<file path="src/rtc_regs.svh">
// register offsets, field positions, reset values and counts for the rtc
`ifndef RTC_REGS_SVH
`define RTC_REGS_SVH

// register offsets on the special function register port
`define RTC_CTRL_ADDR 16'hFFB0
`define RTC_CNT3_ADDR 16'hFFB1
`define RTC_CNT2_ADDR 16'hFFB2
`define RTC_CNT1_ADDR 16'hFFB3
`define RTC_CNT0_ADDR 16'hFFB4
`define RTC_ACC2_ADDR 16'hFFB5
`define RTC_ACC1_ADDR 16'hFFB6
`define RTC_ACC0_ADDR 16'hFFB7
`define RTC_TRIM2_ADDR 16'hFFB8
`define RTC_TRIM1_ADDR 16'hFFB9
`define RTC_TRIM0_ADDR 16'hFFBA
`define RTC_OSC_ADDR 16'hFFBB
`define RTC_INT5_ADDR 16'hFF94

// control register fields
`define RTC_CTRL_LOAD_BIT 5
`define RTC_CTRL_CT_HI 4
`define RTC_CTRL_CT_LO 3
`define RTC_CTRL_RI_HI 2
`define RTC_CTRL_RI_LO 0
`define RTC_CTRL_RESET 8'h00
`define RTC_CTRL_WMASK 8'h3F

// interrupt control register fields
`define RTC_INT5_EN_BIT 5
`define RTC_INT5_FLAG_BIT 4

// oscillator control register field
`define RTC_OSC_DIS_BIT 0

// trim sign bit and period masks in half-second marks
`define RTC_TRIM_SIGN_BIT 23
`define RTC_ACC_CARRY_BIT 24
`define RTC_MASK_HALF 4'h0
`define RTC_MASK_1S 4'h1
`define RTC_MASK_2S 4'h3
`define RTC_MASK_4S 4'h7
`define RTC_MASK_8S 4'hF

// low-speed clock figures
`define RTC_LS_FREQ_HZ 32768
`define RTC_HALF_SEC_TICKS (`RTC_LS_FREQ_HZ / 2)
`define RTC_MCLK_DIV 2930

`endif

</file>
<file path="src/rtc_pkg.sv">
// types shared by the rtc modules
`default_nettype none
package rtc_pkg;

	// hardware watchdog states
	typedef enum logic {
		WD_IDLE,
		WD_ARMED
	} wd_state_t;

	typedef logic [7:0] sfr_byte_t;

endpackage : rtc_pkg
`default_nettype wire

</file>
<file path="src/rtc_tick_if.sv">
// tick carrier between the time base and the rtc core
`timescale 1ns/1ns
`default_nettype none
interface rtc_tick_if;
	logic osc_disable; // core asks for the divided master clock
	logic slow_tick; // one pulse per low-speed clock rising edge
	logic half_mark; // one pulse per half second

	modport source (
		input osc_disable,
		output slow_tick,
		output half_mark
	);
	modport sink (
		output osc_disable,
		input slow_tick,
		input half_mark
	);
endinterface : rtc_tick_if
`default_nettype wire

</file>
<file path="src/rtc_timebase.sv">
// low-speed clock selection, divider and half-second time marks
`timescale 1ns/1ns
`default_nettype none
`include "rtc_regs.svh"
module rtc_timebase
	import rtc_pkg::*;
#(
	parameter int unsigned MCLK_DIV = `RTC_MCLK_DIV,
	parameter int unsigned HALF_TICKS = `RTC_HALF_SEC_TICKS
) (
	// clock and synchronised reset
	input wire logic clock,
	input wire logic rst_sync_n,
	// crystal oscillator output, synchronous to clock
	input wire logic xtal_32k,
	// ticks to the core
	rtc_tick_if.source tick
);

	// refuse counts the counters cannot hold
	initial begin
		if (MCLK_DIV < 2 || MCLK_DIV > 65535 || HALF_TICKS < 1 ||
			HALF_TICKS > 65536) begin
			$error("rtc_timebase: divider or tick count out of range");
		end
	end

	logic xtal_prev_r; // crystal level one cycle ago
	logic [15:0] div_cnt_r; // master clock divider
	logic slow_tick_r; // low-speed edge pulse
	logic [15:0] half_cnt_r; // low-speed edges within a half second
	logic half_mark_r; // half-second pulse

	// remember the crystal level for edge detection
	always_ff @(posedge clock or negedge rst_sync_n) begin
		if (!rst_sync_n) begin
			xtal_prev_r <= 1'b0;
		end else begin
			xtal_prev_r <= xtal_32k;
		end
	end

	// divided master clock stands in when the crystal is off
	always_ff @(posedge clock or negedge rst_sync_n) begin
		if (!rst_sync_n) begin
			div_cnt_r <= 16'h0000;
		end else if (!tick.osc_disable ||
			div_cnt_r == 16'(MCLK_DIV - 1)) begin
			div_cnt_r <= 16'h0000; // held idle while the crystal runs
		end else begin
			div_cnt_r <= div_cnt_r + 16'h0001;
		end
	end

	// one pulse per low-speed rising edge from whichever source
	always_ff @(posedge clock or negedge rst_sync_n) begin
		if (!rst_sync_n) begin
			slow_tick_r <= 1'b0;
		end else if (tick.osc_disable) begin
			slow_tick_r <= (div_cnt_r == 16'(MCLK_DIV - 1));
		end else begin
			slow_tick_r <= xtal_32k & ~xtal_prev_r;
		end
	end

	// count low-speed edges into half-second marks
	always_ff @(posedge clock or negedge rst_sync_n) begin
		if (!rst_sync_n) begin
			half_cnt_r <= 16'h0000;
			half_mark_r <= 1'b0;
		end else begin
			half_mark_r <= 1'b0;
			if (slow_tick_r) begin
				if (half_cnt_r == 16'(HALF_TICKS - 1)) begin
					half_cnt_r <= 16'h0000;
					half_mark_r <= 1'b1;
				end else begin
					half_cnt_r <= half_cnt_r + 16'h0001;
				end
			end
		end
	end

	assign tick.slow_tick = slow_tick_r;
	assign tick.half_mark = half_mark_r;

endmodule : rtc_timebase
`default_nettype wire

</file>
<file path="src/rtc_trim_wdt.sv">
// real-time clock core: time counter, trim, periodic interrupt, watchdog
`timescale 1ns/1ns
`default_nettype none
`include "rtc_regs.svh"
module rtc_trim_wdt
	import rtc_pkg::*;
#(
	parameter int unsigned MCLK_DIV = `RTC_MCLK_DIV,
	parameter int unsigned HALF_TICKS = `RTC_HALF_SEC_TICKS
) (
	// clock and reset
	input wire logic clock,
	input wire logic rst_n,
	// special function register port
	input wire logic [15:0] sfr_addr,
	input wire logic [7:0] sfr_wdata,
	input wire logic sfr_wr,
	input wire logic sfr_rd,
	output logic [7:0] sfr_rdata,
	// low-speed crystal, synchronous to clock
	input wire logic xtal_32k,
	// to the processor core and reset logic
	output logic irq_ext5,
	output logic wdt_reset_req
);

	// refuse counts the watchdog counter cannot hold
	initial begin
		// the watchdog counter is sixteen bits wide
		if (HALF_TICKS < 1 || HALF_TICKS > 65536) begin
			$error("rtc_trim_wdt: half-second tick count out of range");
		end
	end

	// period mask from the count-select field
	function automatic logic [3:0] count_mask(input logic [1:0] sel);
		// codes 00 and 01 both mean one second
		unique case (sel)
			2'h2: count_mask = `RTC_MASK_HALF;
			2'h3: count_mask = `RTC_MASK_2S;
			default: count_mask = `RTC_MASK_1S; // 0x
		endcase
	endfunction : count_mask

	// period mask from the interrupt interval field
	function automatic logic [3:0] irq_mask(input logic [2:0] sel);
		// any code with the top bit clear means one second
		unique case (sel)
			3'h4: irq_mask = `RTC_MASK_HALF;
			3'h5: irq_mask = `RTC_MASK_2S;
			3'h6: irq_mask = `RTC_MASK_4S;
			3'h7: irq_mask = `RTC_MASK_8S;
			default: irq_mask = `RTC_MASK_1S; // 0xx
		endcase
	endfunction : irq_mask

	// replace one byte of a wider word
	function automatic logic [31:0] put_byte(input logic [31:0] word,
		input logic [1:0] lane, input sfr_byte_t data);
		logic [31:0] res;
		res = word;
		res[8 * lane +: 8] = data;
		put_byte = res;
	endfunction : put_byte

	// interrupt control byte as software sees it; spare bits read zero
	function automatic sfr_byte_t int5_byte(input logic en, input logic flag);
		sfr_byte_t res;
		res = 8'h00;
		res[`RTC_INT5_EN_BIT] = en;
		res[`RTC_INT5_FLAG_BIT] = flag;
		int5_byte = res;
	endfunction : int5_byte

	// reset release through two flops
	logic rst_meta_r; // first stage, read only by the second
	logic rst_sync_n; // reset copy for the rest of the design

	always_ff @(posedge clock or negedge rst_n) begin
		if (!rst_n) begin
			rst_meta_r <= 1'b0;
			rst_sync_n <= 1'b0;
		end else begin
			// release ripples through two flops
			rst_meta_r <= 1'b1;
			rst_sync_n <= rst_meta_r;
		end
	end

	// time base
	rtc_tick_if tick ();

	rtc_timebase #(
		.MCLK_DIV(MCLK_DIV),
		.HALF_TICKS(HALF_TICKS)
	) u_timebase (
		.clock(clock),
		.rst_sync_n(rst_sync_n),
		.xtal_32k(xtal_32k),
		.tick(tick)
	);

	// software-visible state
	logic [7:0] ctrl_r; // clock_control_reg
	logic osc_dis_r; // crystal oscillator disabled
	logic [31:0] cnt_stage_r; // staged time counter
	logic [31:0] acc_stage_r; // staged accumulator, low 24 bits used
	logic [31:0] trim_stage_r; // staged trim, low 24 bits used
	logic irq_en_r; // periodic_irq_enable
	logic irq_flag_r; // periodic_irq_flag
	logic [7:0] sfr_rdata_r; // registered read data

	// live rtc state
	logic [31:0] time_counter_r; // running time count
	logic [23:0] trim_accumulator_r; // running accumulator
	logic [23:0] trim_value_r; // trim in use
	logic [3:0] hs_cnt_r; // free-running half-second count

	// hardware watchdog state
	wd_state_t wd_state_r;
	logic [15:0] wd_cnt_r; // low-speed ticks since arming
	logic wdt_reset_r; // one-cycle reset request

	// decoded strobes and events
	logic load_now; // staged values taken this cycle
	logic advance; // time counter period elapsed
	logic irq_event; // periodic interrupt occurs
	logic service_rd; // read of the interrupt control register
	logic [24:0] acc_sum; // accumulator plus trim magnitude

	assign tick.osc_disable = osc_dis_r;
	assign service_rd = sfr_rd && (sfr_addr == `RTC_INT5_ADDR);

	// load pending and low-speed edge together
	assign load_now = ctrl_r[`RTC_CTRL_LOAD_BIT] && tick.slow_tick;

	// counter advances on the marks that close a count period
	assign advance = tick.half_mark && ((hs_cnt_r &
		count_mask(ctrl_r[`RTC_CTRL_CT_HI:`RTC_CTRL_CT_LO])) ==
		count_mask(ctrl_r[`RTC_CTRL_CT_HI:`RTC_CTRL_CT_LO]));

	// interrupt on the marks that close an interval
	assign irq_event = tick.half_mark && ((hs_cnt_r &
		irq_mask(ctrl_r[`RTC_CTRL_RI_HI:`RTC_CTRL_RI_LO])) ==
		irq_mask(ctrl_r[`RTC_CTRL_RI_HI:`RTC_CTRL_RI_LO]));

	// magnitude only; the sign decides what an overflow does
	assign acc_sum = {1'b0, trim_accumulator_r} +
		{2'b00, trim_value_r[`RTC_TRIM_SIGN_BIT-1:0]};

	// half-second phase shared by counter and interrupt periods
	always_ff @(posedge clock or negedge rst_sync_n) begin
		if (!rst_sync_n) begin
			hs_cnt_r <= 4'h0;
		end else if (tick.half_mark) begin
			// wraps at sixteen marks, the longest interval
			hs_cnt_r <= hs_cnt_r + 4'h1;
		end
	end

	// control register; load bit clears itself once taken
	always_ff @(posedge clock or negedge rst_sync_n) begin
		if (!rst_sync_n) begin
			// no load pending, one-second count and interval
			ctrl_r <= `RTC_CTRL_RESET;
		end else if (sfr_wr && sfr_addr == `RTC_CTRL_ADDR) begin
			// top two bits are spare and always read zero
			ctrl_r <= sfr_wdata & `RTC_CTRL_WMASK;
		end else if (load_now) begin
			// load taken: software sees the bit drop
			ctrl_r[`RTC_CTRL_LOAD_BIT] <= 1'b0;
		end
	end

	// oscillator control
	always_ff @(posedge clock or negedge rst_sync_n) begin
		if (!rst_sync_n) begin
			// crystal runs after reset
			osc_dis_r <= 1'b0;
		end else if (sfr_wr && sfr_addr == `RTC_OSC_ADDR) begin
			// set: run from the divided master clock
			osc_dis_r <= sfr_wdata[`RTC_OSC_DIS_BIT];
		end
	end

	// staging registers; writes never touch the running clock
	always_ff @(posedge clock or negedge rst_sync_n) begin
		if (!rst_sync_n) begin
			// staged values start at zero
			cnt_stage_r <= 32'h0000_0000;
			acc_stage_r <= 32'h0000_0000;
			trim_stage_r <= 32'h0000_0000;
		end else if (sfr_wr) begin
			// each byte lands in its own lane of the staged word
			unique case (sfr_addr)
				`RTC_CNT3_ADDR: cnt_stage_r <= put_byte(cnt_stage_r, 2'h3, sfr_wdata);
				`RTC_CNT2_ADDR: cnt_stage_r <= put_byte(cnt_stage_r, 2'h2, sfr_wdata);
				`RTC_CNT1_ADDR: cnt_stage_r <= put_byte(cnt_stage_r, 2'h1, sfr_wdata);
				`RTC_CNT0_ADDR: cnt_stage_r <= put_byte(cnt_stage_r, 2'h0, sfr_wdata);
				`RTC_ACC2_ADDR: acc_stage_r <= put_byte(acc_stage_r, 2'h2, sfr_wdata);
				`RTC_ACC1_ADDR: acc_stage_r <= put_byte(acc_stage_r, 2'h1, sfr_wdata);
				`RTC_ACC0_ADDR: acc_stage_r <= put_byte(acc_stage_r, 2'h0, sfr_wdata);
				`RTC_TRIM2_ADDR: trim_stage_r <= put_byte(trim_stage_r, 2'h2, sfr_wdata);
				`RTC_TRIM1_ADDR: trim_stage_r <= put_byte(trim_stage_r, 2'h1, sfr_wdata);
				`RTC_TRIM0_ADDR: trim_stage_r <= put_byte(trim_stage_r, 2'h0, sfr_wdata);
				default: ; // other addresses belong to other blocks
			endcase
		end
	end

	// running counter and accumulator; a load beats an advance
	always_ff @(posedge clock or negedge rst_sync_n) begin
		if (!rst_sync_n) begin
			time_counter_r <= 32'h0000_0000;
			trim_accumulator_r <= 24'h00_0000;
			trim_value_r <= 24'h00_0000;
		end else if (load_now) begin
			// all three values go live on the same tick
			time_counter_r <= cnt_stage_r;
			trim_accumulator_r <= acc_stage_r[23:0];
			trim_value_r <= trim_stage_r[23:0];
		end else if (advance) begin
			// accumulator runs at the counter's rate
			trim_accumulator_r <= acc_sum[23:0];
			if (!acc_sum[`RTC_ACC_CARRY_BIT]) begin
				time_counter_r <= time_counter_r + 32'h0000_0001;
			end else if (!trim_value_r[`RTC_TRIM_SIGN_BIT]) begin
				time_counter_r <= time_counter_r + 32'h0000_0002;
			end
			// negative trim overflow: this advance is skipped
		end
	end

	// interrupt enable and flag; a new event beats the clearing read
	always_ff @(posedge clock or negedge rst_sync_n) begin
		if (!rst_sync_n) begin
			irq_en_r <= 1'b0;
			irq_flag_r <= 1'b0;
		end else begin
			// only the enable bit is writable here
			if (sfr_wr && sfr_addr == `RTC_INT5_ADDR) begin
				irq_en_r <= sfr_wdata[`RTC_INT5_EN_BIT];
			end
			// set beats clear so an event is never lost
			if (irq_event) begin
				irq_flag_r <= 1'b1;
			end else if (service_rd) begin
				irq_flag_r <= 1'b0;
			end
		end
	end

	// hardware watchdog: half a second of low-speed ticks per interrupt
	always_ff @(posedge clock or negedge rst_sync_n) begin
		if (!rst_sync_n) begin
			// idle, window not running
			wd_state_r <= WD_IDLE;
			wd_cnt_r <= 16'h0000;
			wdt_reset_r <= 1'b0;
		end else begin
			wdt_reset_r <= 1'b0;
			unique case (wd_state_r)
				WD_IDLE: begin
					// an interrupt taken while enabled starts the window
					if (irq_en_r && irq_event) begin
						wd_state_r <= WD_ARMED;
						wd_cnt_r <= 16'h0000;
					end
				end
				WD_ARMED: begin
					// masking the interrupt stops the watchdog at once
					if (!irq_en_r) begin
						wd_state_r <= WD_IDLE;
					end else if (irq_event) begin
						// keep timing the oldest unserviced interrupt
					end else if (service_rd) begin
						wd_state_r <= WD_IDLE;
					end else if (tick.slow_tick) begin
						if (wd_cnt_r == 16'(HALF_TICKS - 1)) begin
							// window ran out with the interrupt still pending
							wd_state_r <= WD_IDLE;
							wdt_reset_r <= 1'b1;
						end else begin
							wd_cnt_r <= wd_cnt_r + 16'h0001;
						end
					end
				end
			endcase
		end
	end

	// read data, one cycle after the strobe; live state is shown except trim, which reads its staged value
	always_ff @(posedge clock or negedge rst_sync_n) begin
		if (!rst_sync_n) begin
			sfr_rdata_r <= 8'h00;
		end else if (sfr_rd) begin
			// count and accumulator read live; no byte latch
			unique case (sfr_addr)
				`RTC_CTRL_ADDR: sfr_rdata_r <= ctrl_r;
				`RTC_CNT3_ADDR: sfr_rdata_r <= time_counter_r[31:24];
				`RTC_CNT2_ADDR: sfr_rdata_r <= time_counter_r[23:16];
				`RTC_CNT1_ADDR: sfr_rdata_r <= time_counter_r[15:8];
				`RTC_CNT0_ADDR: sfr_rdata_r <= time_counter_r[7:0];
				`RTC_ACC2_ADDR: sfr_rdata_r <= trim_accumulator_r[23:16];
				`RTC_ACC1_ADDR: sfr_rdata_r <= trim_accumulator_r[15:8];
				`RTC_ACC0_ADDR: sfr_rdata_r <= trim_accumulator_r[7:0];
				`RTC_TRIM2_ADDR: sfr_rdata_r <= trim_stage_r[23:16];
				`RTC_TRIM1_ADDR: sfr_rdata_r <= trim_stage_r[15:8];
				`RTC_TRIM0_ADDR: sfr_rdata_r <= trim_stage_r[7:0];
				`RTC_OSC_ADDR: sfr_rdata_r <= {7'h00, osc_dis_r};
				`RTC_INT5_ADDR: sfr_rdata_r <= int5_byte(irq_en_r, irq_flag_r);
				default: sfr_rdata_r <= 8'h00; // unmapped reads as zero
			endcase
		end
	end

	// read data and watchdog request straight from registers
	assign sfr_rdata = sfr_rdata_r;
	// level output; a masked flag stays invisible to the core
	assign irq_ext5 = irq_en_r & irq_flag_r;
	assign wdt_reset_req = wdt_reset_r;

endmodule : rtc_trim_wdt
`default_nettype wire

</file>
<file path="config.mk">
export PLATFORM = sky130hd
export DESIGN_NAME = rtc_trim_wdt
export DESIGN_NICKNAME = d
export VERILOG_FILES = /design/src/rtc_pkg.sv /design/src/rtc_tick_if.sv /design/src/rtc_timebase.sv /design/src/rtc_trim_wdt.sv
export VERILOG_INCLUDE_DIRS = /design/src
export SDC_FILE = /design/constraint.sdc
export NUM_CORES = 1
export LEC_CHECK = 0
export ABC_AREA = 1
export ABC_CLOCK_PERIOD_IN_PS = 8500
export BUFFER_PORTS_ARGS = -buffer_cell sky130_fd_sc_hd__buf_2
export CORE_MARGIN = 2
export CORE_UTILIZATION = 26
export DETAILED_ROUTE_END_ITERATION = 10
export PLACE_DENSITY = 0.44
export RECOVER_POWER = 25
export SKIP_CTS_REPAIR_TIMING = 1
export SLEW_MARGIN = 10
export SYNTH_ARGS = -nofsm -noshare
export SYNTH_HDL_FRONTEND = slang
export SYNTH_SLANG_ARGS = --single-unit
</file>
<file path="constraint.sdc">
create_clock -name clock -period 8.5 [get_ports clock]
set_input_delay 0.85 -clock clock [delete_from_list [all_inputs] [get_ports clock]]
set_output_delay 0.85 -clock clock [all_outputs]
set_load 0.01 [all_outputs]
</file>
==> results_dict.tcl <==
set metrics [dict create \
    synth_mux_area_share_pct 0.154 \
    startpoint_type "flip-flop" \
    worstPathArrival_ns 5.48 \
    die_x_um 241 \
    ys_seq_area_share_pct 40.3 \
    coreArea_um2 55400 \
    io_buffers 38 \
    p_leak_nw 8.23 \
    synth_top_area_share_pct 40.3 \
    yosys.area_share.simple_pct 38.4 \
    violations "capacitance limit, slew limit" \
    dpl.hpwl_um 35700 \
    syn2layout_area_growth_pct 12.2 \
    viasPerCell 4.78 \
    globalRouteOverflowTotal 0 \
    crit_family "buffers and inverters" \
    ant_nets 0 \
    slew_violations 99 \
    finalClockSkew_ns 0.0160 \
    antenna_found_initial 3 \
    cts_buffers 30 \
    wirelength_um 49800 \
    synth_area_leaders "dfrtp_1, nand2_1, nand3_1" \
    finalSetupViolations 0 \
    synth_area_um2 14600 \
    start_util_pct 26.4 \
    first_global_vias 13400 \
    slowest_delay_ns 2.40 \
    fin_crit_ns 4.88 \
    drv_cap 2 \
    dr_total_vias 13600 \
    drt-pass1-iter-count 6 \
    synth_area_per_cell_um2 7.05 \
    gp_congestion 0.871 \
    critPathMaxFanout 64 \
    end_kind "asynchronous set/reset pin" \
    ios 39 \
    syn_inst 2077 \
    drc 0 \
    vdd_drop_max_mv 0.161 \
    slew_headroom_pct -121 \
    grt_pass1_wl_um 79200 \
    final_cell_area_um2 16400 \
    synthDistinctLibCells 49 \
    die_area_um2 58300 \
    grt_start_max_net_pins 84 \
    ys_warn_count 0 \
    crit_required_ns 9.10 \
    cts.sinks 236 \
    grt_use_total_pct 17.5 \
    crit_chain "clkbuf_1, buf_4" \
    wl_per_cell_um 17.5 \
    worstSetupPathType "flip-flop to asynchronous set/reset pin" \
    dr.first_iter.drc_count 1062 \
    hold_path_class "input pin to asynchronous set/reset pin" \
    outcome "complete, but fails checks" \
    worst_slew_pin_slew_ns 3.31 \
    ys_ff_latch 236 \
    clockBufferDepth 3 \
    tritoncts "yes" \
    hold_violations 0 \
    drive_gt1_share_pct 8.09 \
    synth.largest_area_cell "dfrtp_1" \
    slowest_stage "clkbuf_1" \
    rsz0062_at_grt "no" \
    syn-num-nets 2137 \
    cts-root-buf "clkbuf_16" \
    die_h_um 241 \
    clk-insertion-delay-late_ns 0.60 \
    synth_top_family_by_area "simple AND/OR/NAND/NOR gates" \
    final_nets 2141 \
    power.density_nw_per_um2 154 \
    place_area_um2 15400 \
    synth_adder_area_share_pct 2.70 \
    clkTransAtPathRegs_ns 0.06 \
    fillers 6183 \
    synth-compound-area-share_pct 7.88 \
    critPathBufInv 2 \
    htreeDepth 1 \
    layout_worst_path_cycle_share_pct 57.5 \
    antenna_cells 0 \
    num_rows 86 \
    tns_ns 0 \
    max_freq_mhz 205 \
    synth-xor-area-share_pct 3.59 \
]
-- stage by stage --
step                hold WS (ns)  util, %  setup slack, ns  total power [W]  instances
CTS                      0.00372     29.7             4.95          0.00258       2849
detailed placement         0.325     27.9             5.00          0.00125       2797
global placement           0.329     27.9             5.00          0.00125       2797
floorplan                  0.331        -             1.44          0.00121       2077
global route              0.0241     29.7             2.57          0.00263       2849
finish                    0.0385     29.7             3.62          0.00254       2849
-- per-layer routing --
metal / global-route usage, % / routed length [um]
met1: 25.2 / 24400
met2: 27.4 / 21900
met3: 2.71 / 2350
met4: 4.25 / 1160
met5: 0 / 26
-- flip-flops by register name, indices dropped and copies added, names as in the netlist, 6 cells and up --
signal,cells
cnt_stage_r,32
time_counter_r,32
acc_stage_r,24
trim_accumulator_r,24
trim_stage_r,24
trim_value_r,24
u_timebase.div_cnt_r,16
u_timebase.half_cnt_r,16
wd_cnt_r,16
sfr_rdata,8
ctrl_r,6
-- synthesized netlist by cell type, drive strengths merged --
cell,n
nand2,723
nor2,268
dfrtp,236
nand3,216
inv,158
o21ai,138
nand4,48
buf,41
xor2,41
a21oi,38
clkbuf,32
ha,30
nor3,27
xnor2,19
nand3b,11
o211ai,10
o21bai,9
a22o,8
nor4,4
and2,3
nor3b,3
a211oi,2
a31oi,2
clkinv,2
mux2,2
or2,2
and3,1
conb,1
fa,1
o22ai,1
-- path summary, 6_finish.rpt --
kind                depth (start not counted)                 end  slack (ns)                  start
setup / recovery                            2  time_counter_r[19]        3.62             rst_sync_n
hold / removal                              1          rst_sync_n        0.04                  rst_n
setup reg to reg                            2  time_counter_r[19]        3.62             rst_sync_n
hold reg to reg                             0          rst_sync_n        0.36             rst_meta_r
max in group clock                         13  time_counter_r[25]        4.97  trim_accumulator_r[0]
min in group clock                          0          rst_sync_n        0.36             rst_meta_r
-- logic make-up (layout without fill, tap and decap cells) --
group | Yosys count | after routing
AO/OA/AOI/OAI | 208 | 208
XOR/XNOR | 60 | 60
adder cells (fa/ha/maj) | 31 | 31
buffers and inverters | 233 | 257
flip-flops | 236 | 236
multiplexers | 2 | 2
other | 1 | 1
AND/OR/NAND/NOR | 1306 | 1306
-- final cells by class --
class	count	area (um2)	area share (%)
multi-input combinational	1608	7740	47.1
timing repair buffer	45	236	1.44
clock buffer	44	893	5.44
inverter	160	601	3.65
clock inverter	8	120	0.731
sequential	236	5910	35.9
tap	748	936	5.70
-- report_power, final --
| group | switching (W) | leakage (nW) | total (W) | internal, W |
|---|---|---|---|---|
| clock network | 0.000527 | 0.492 | 0.00131 | 0.000783 |
| logic | 0.0000597 | 4.69 | 0.0000762 | 0.0000165 |
| registers | 0.0000151 | 3.05 | 0.00115 | 0.00114 |
-- cells in the final DEF (no fill, tap or decap), drive strengths merged, types with 2 or more instances in the layout --
master and count:
nand4 48, o211ai 10, and2 3, xor2 41, or2 2, nor4 4
a211oi 2, clkinvlp 2, nand2 723, clkinv 6, o21ai 138, a21oi 38
a31oi 2, o21bai 9, xnor2 19, buf 42, a22o 8, nand3 216
mux2 2, clkbuf 47, nor3b 3, nor2 268, ha 30, inv 158
bufinv 2, dfrtp 236, nand3b 11, nor3 27
No activity file was read; power rests on OpenSTA's default activity.
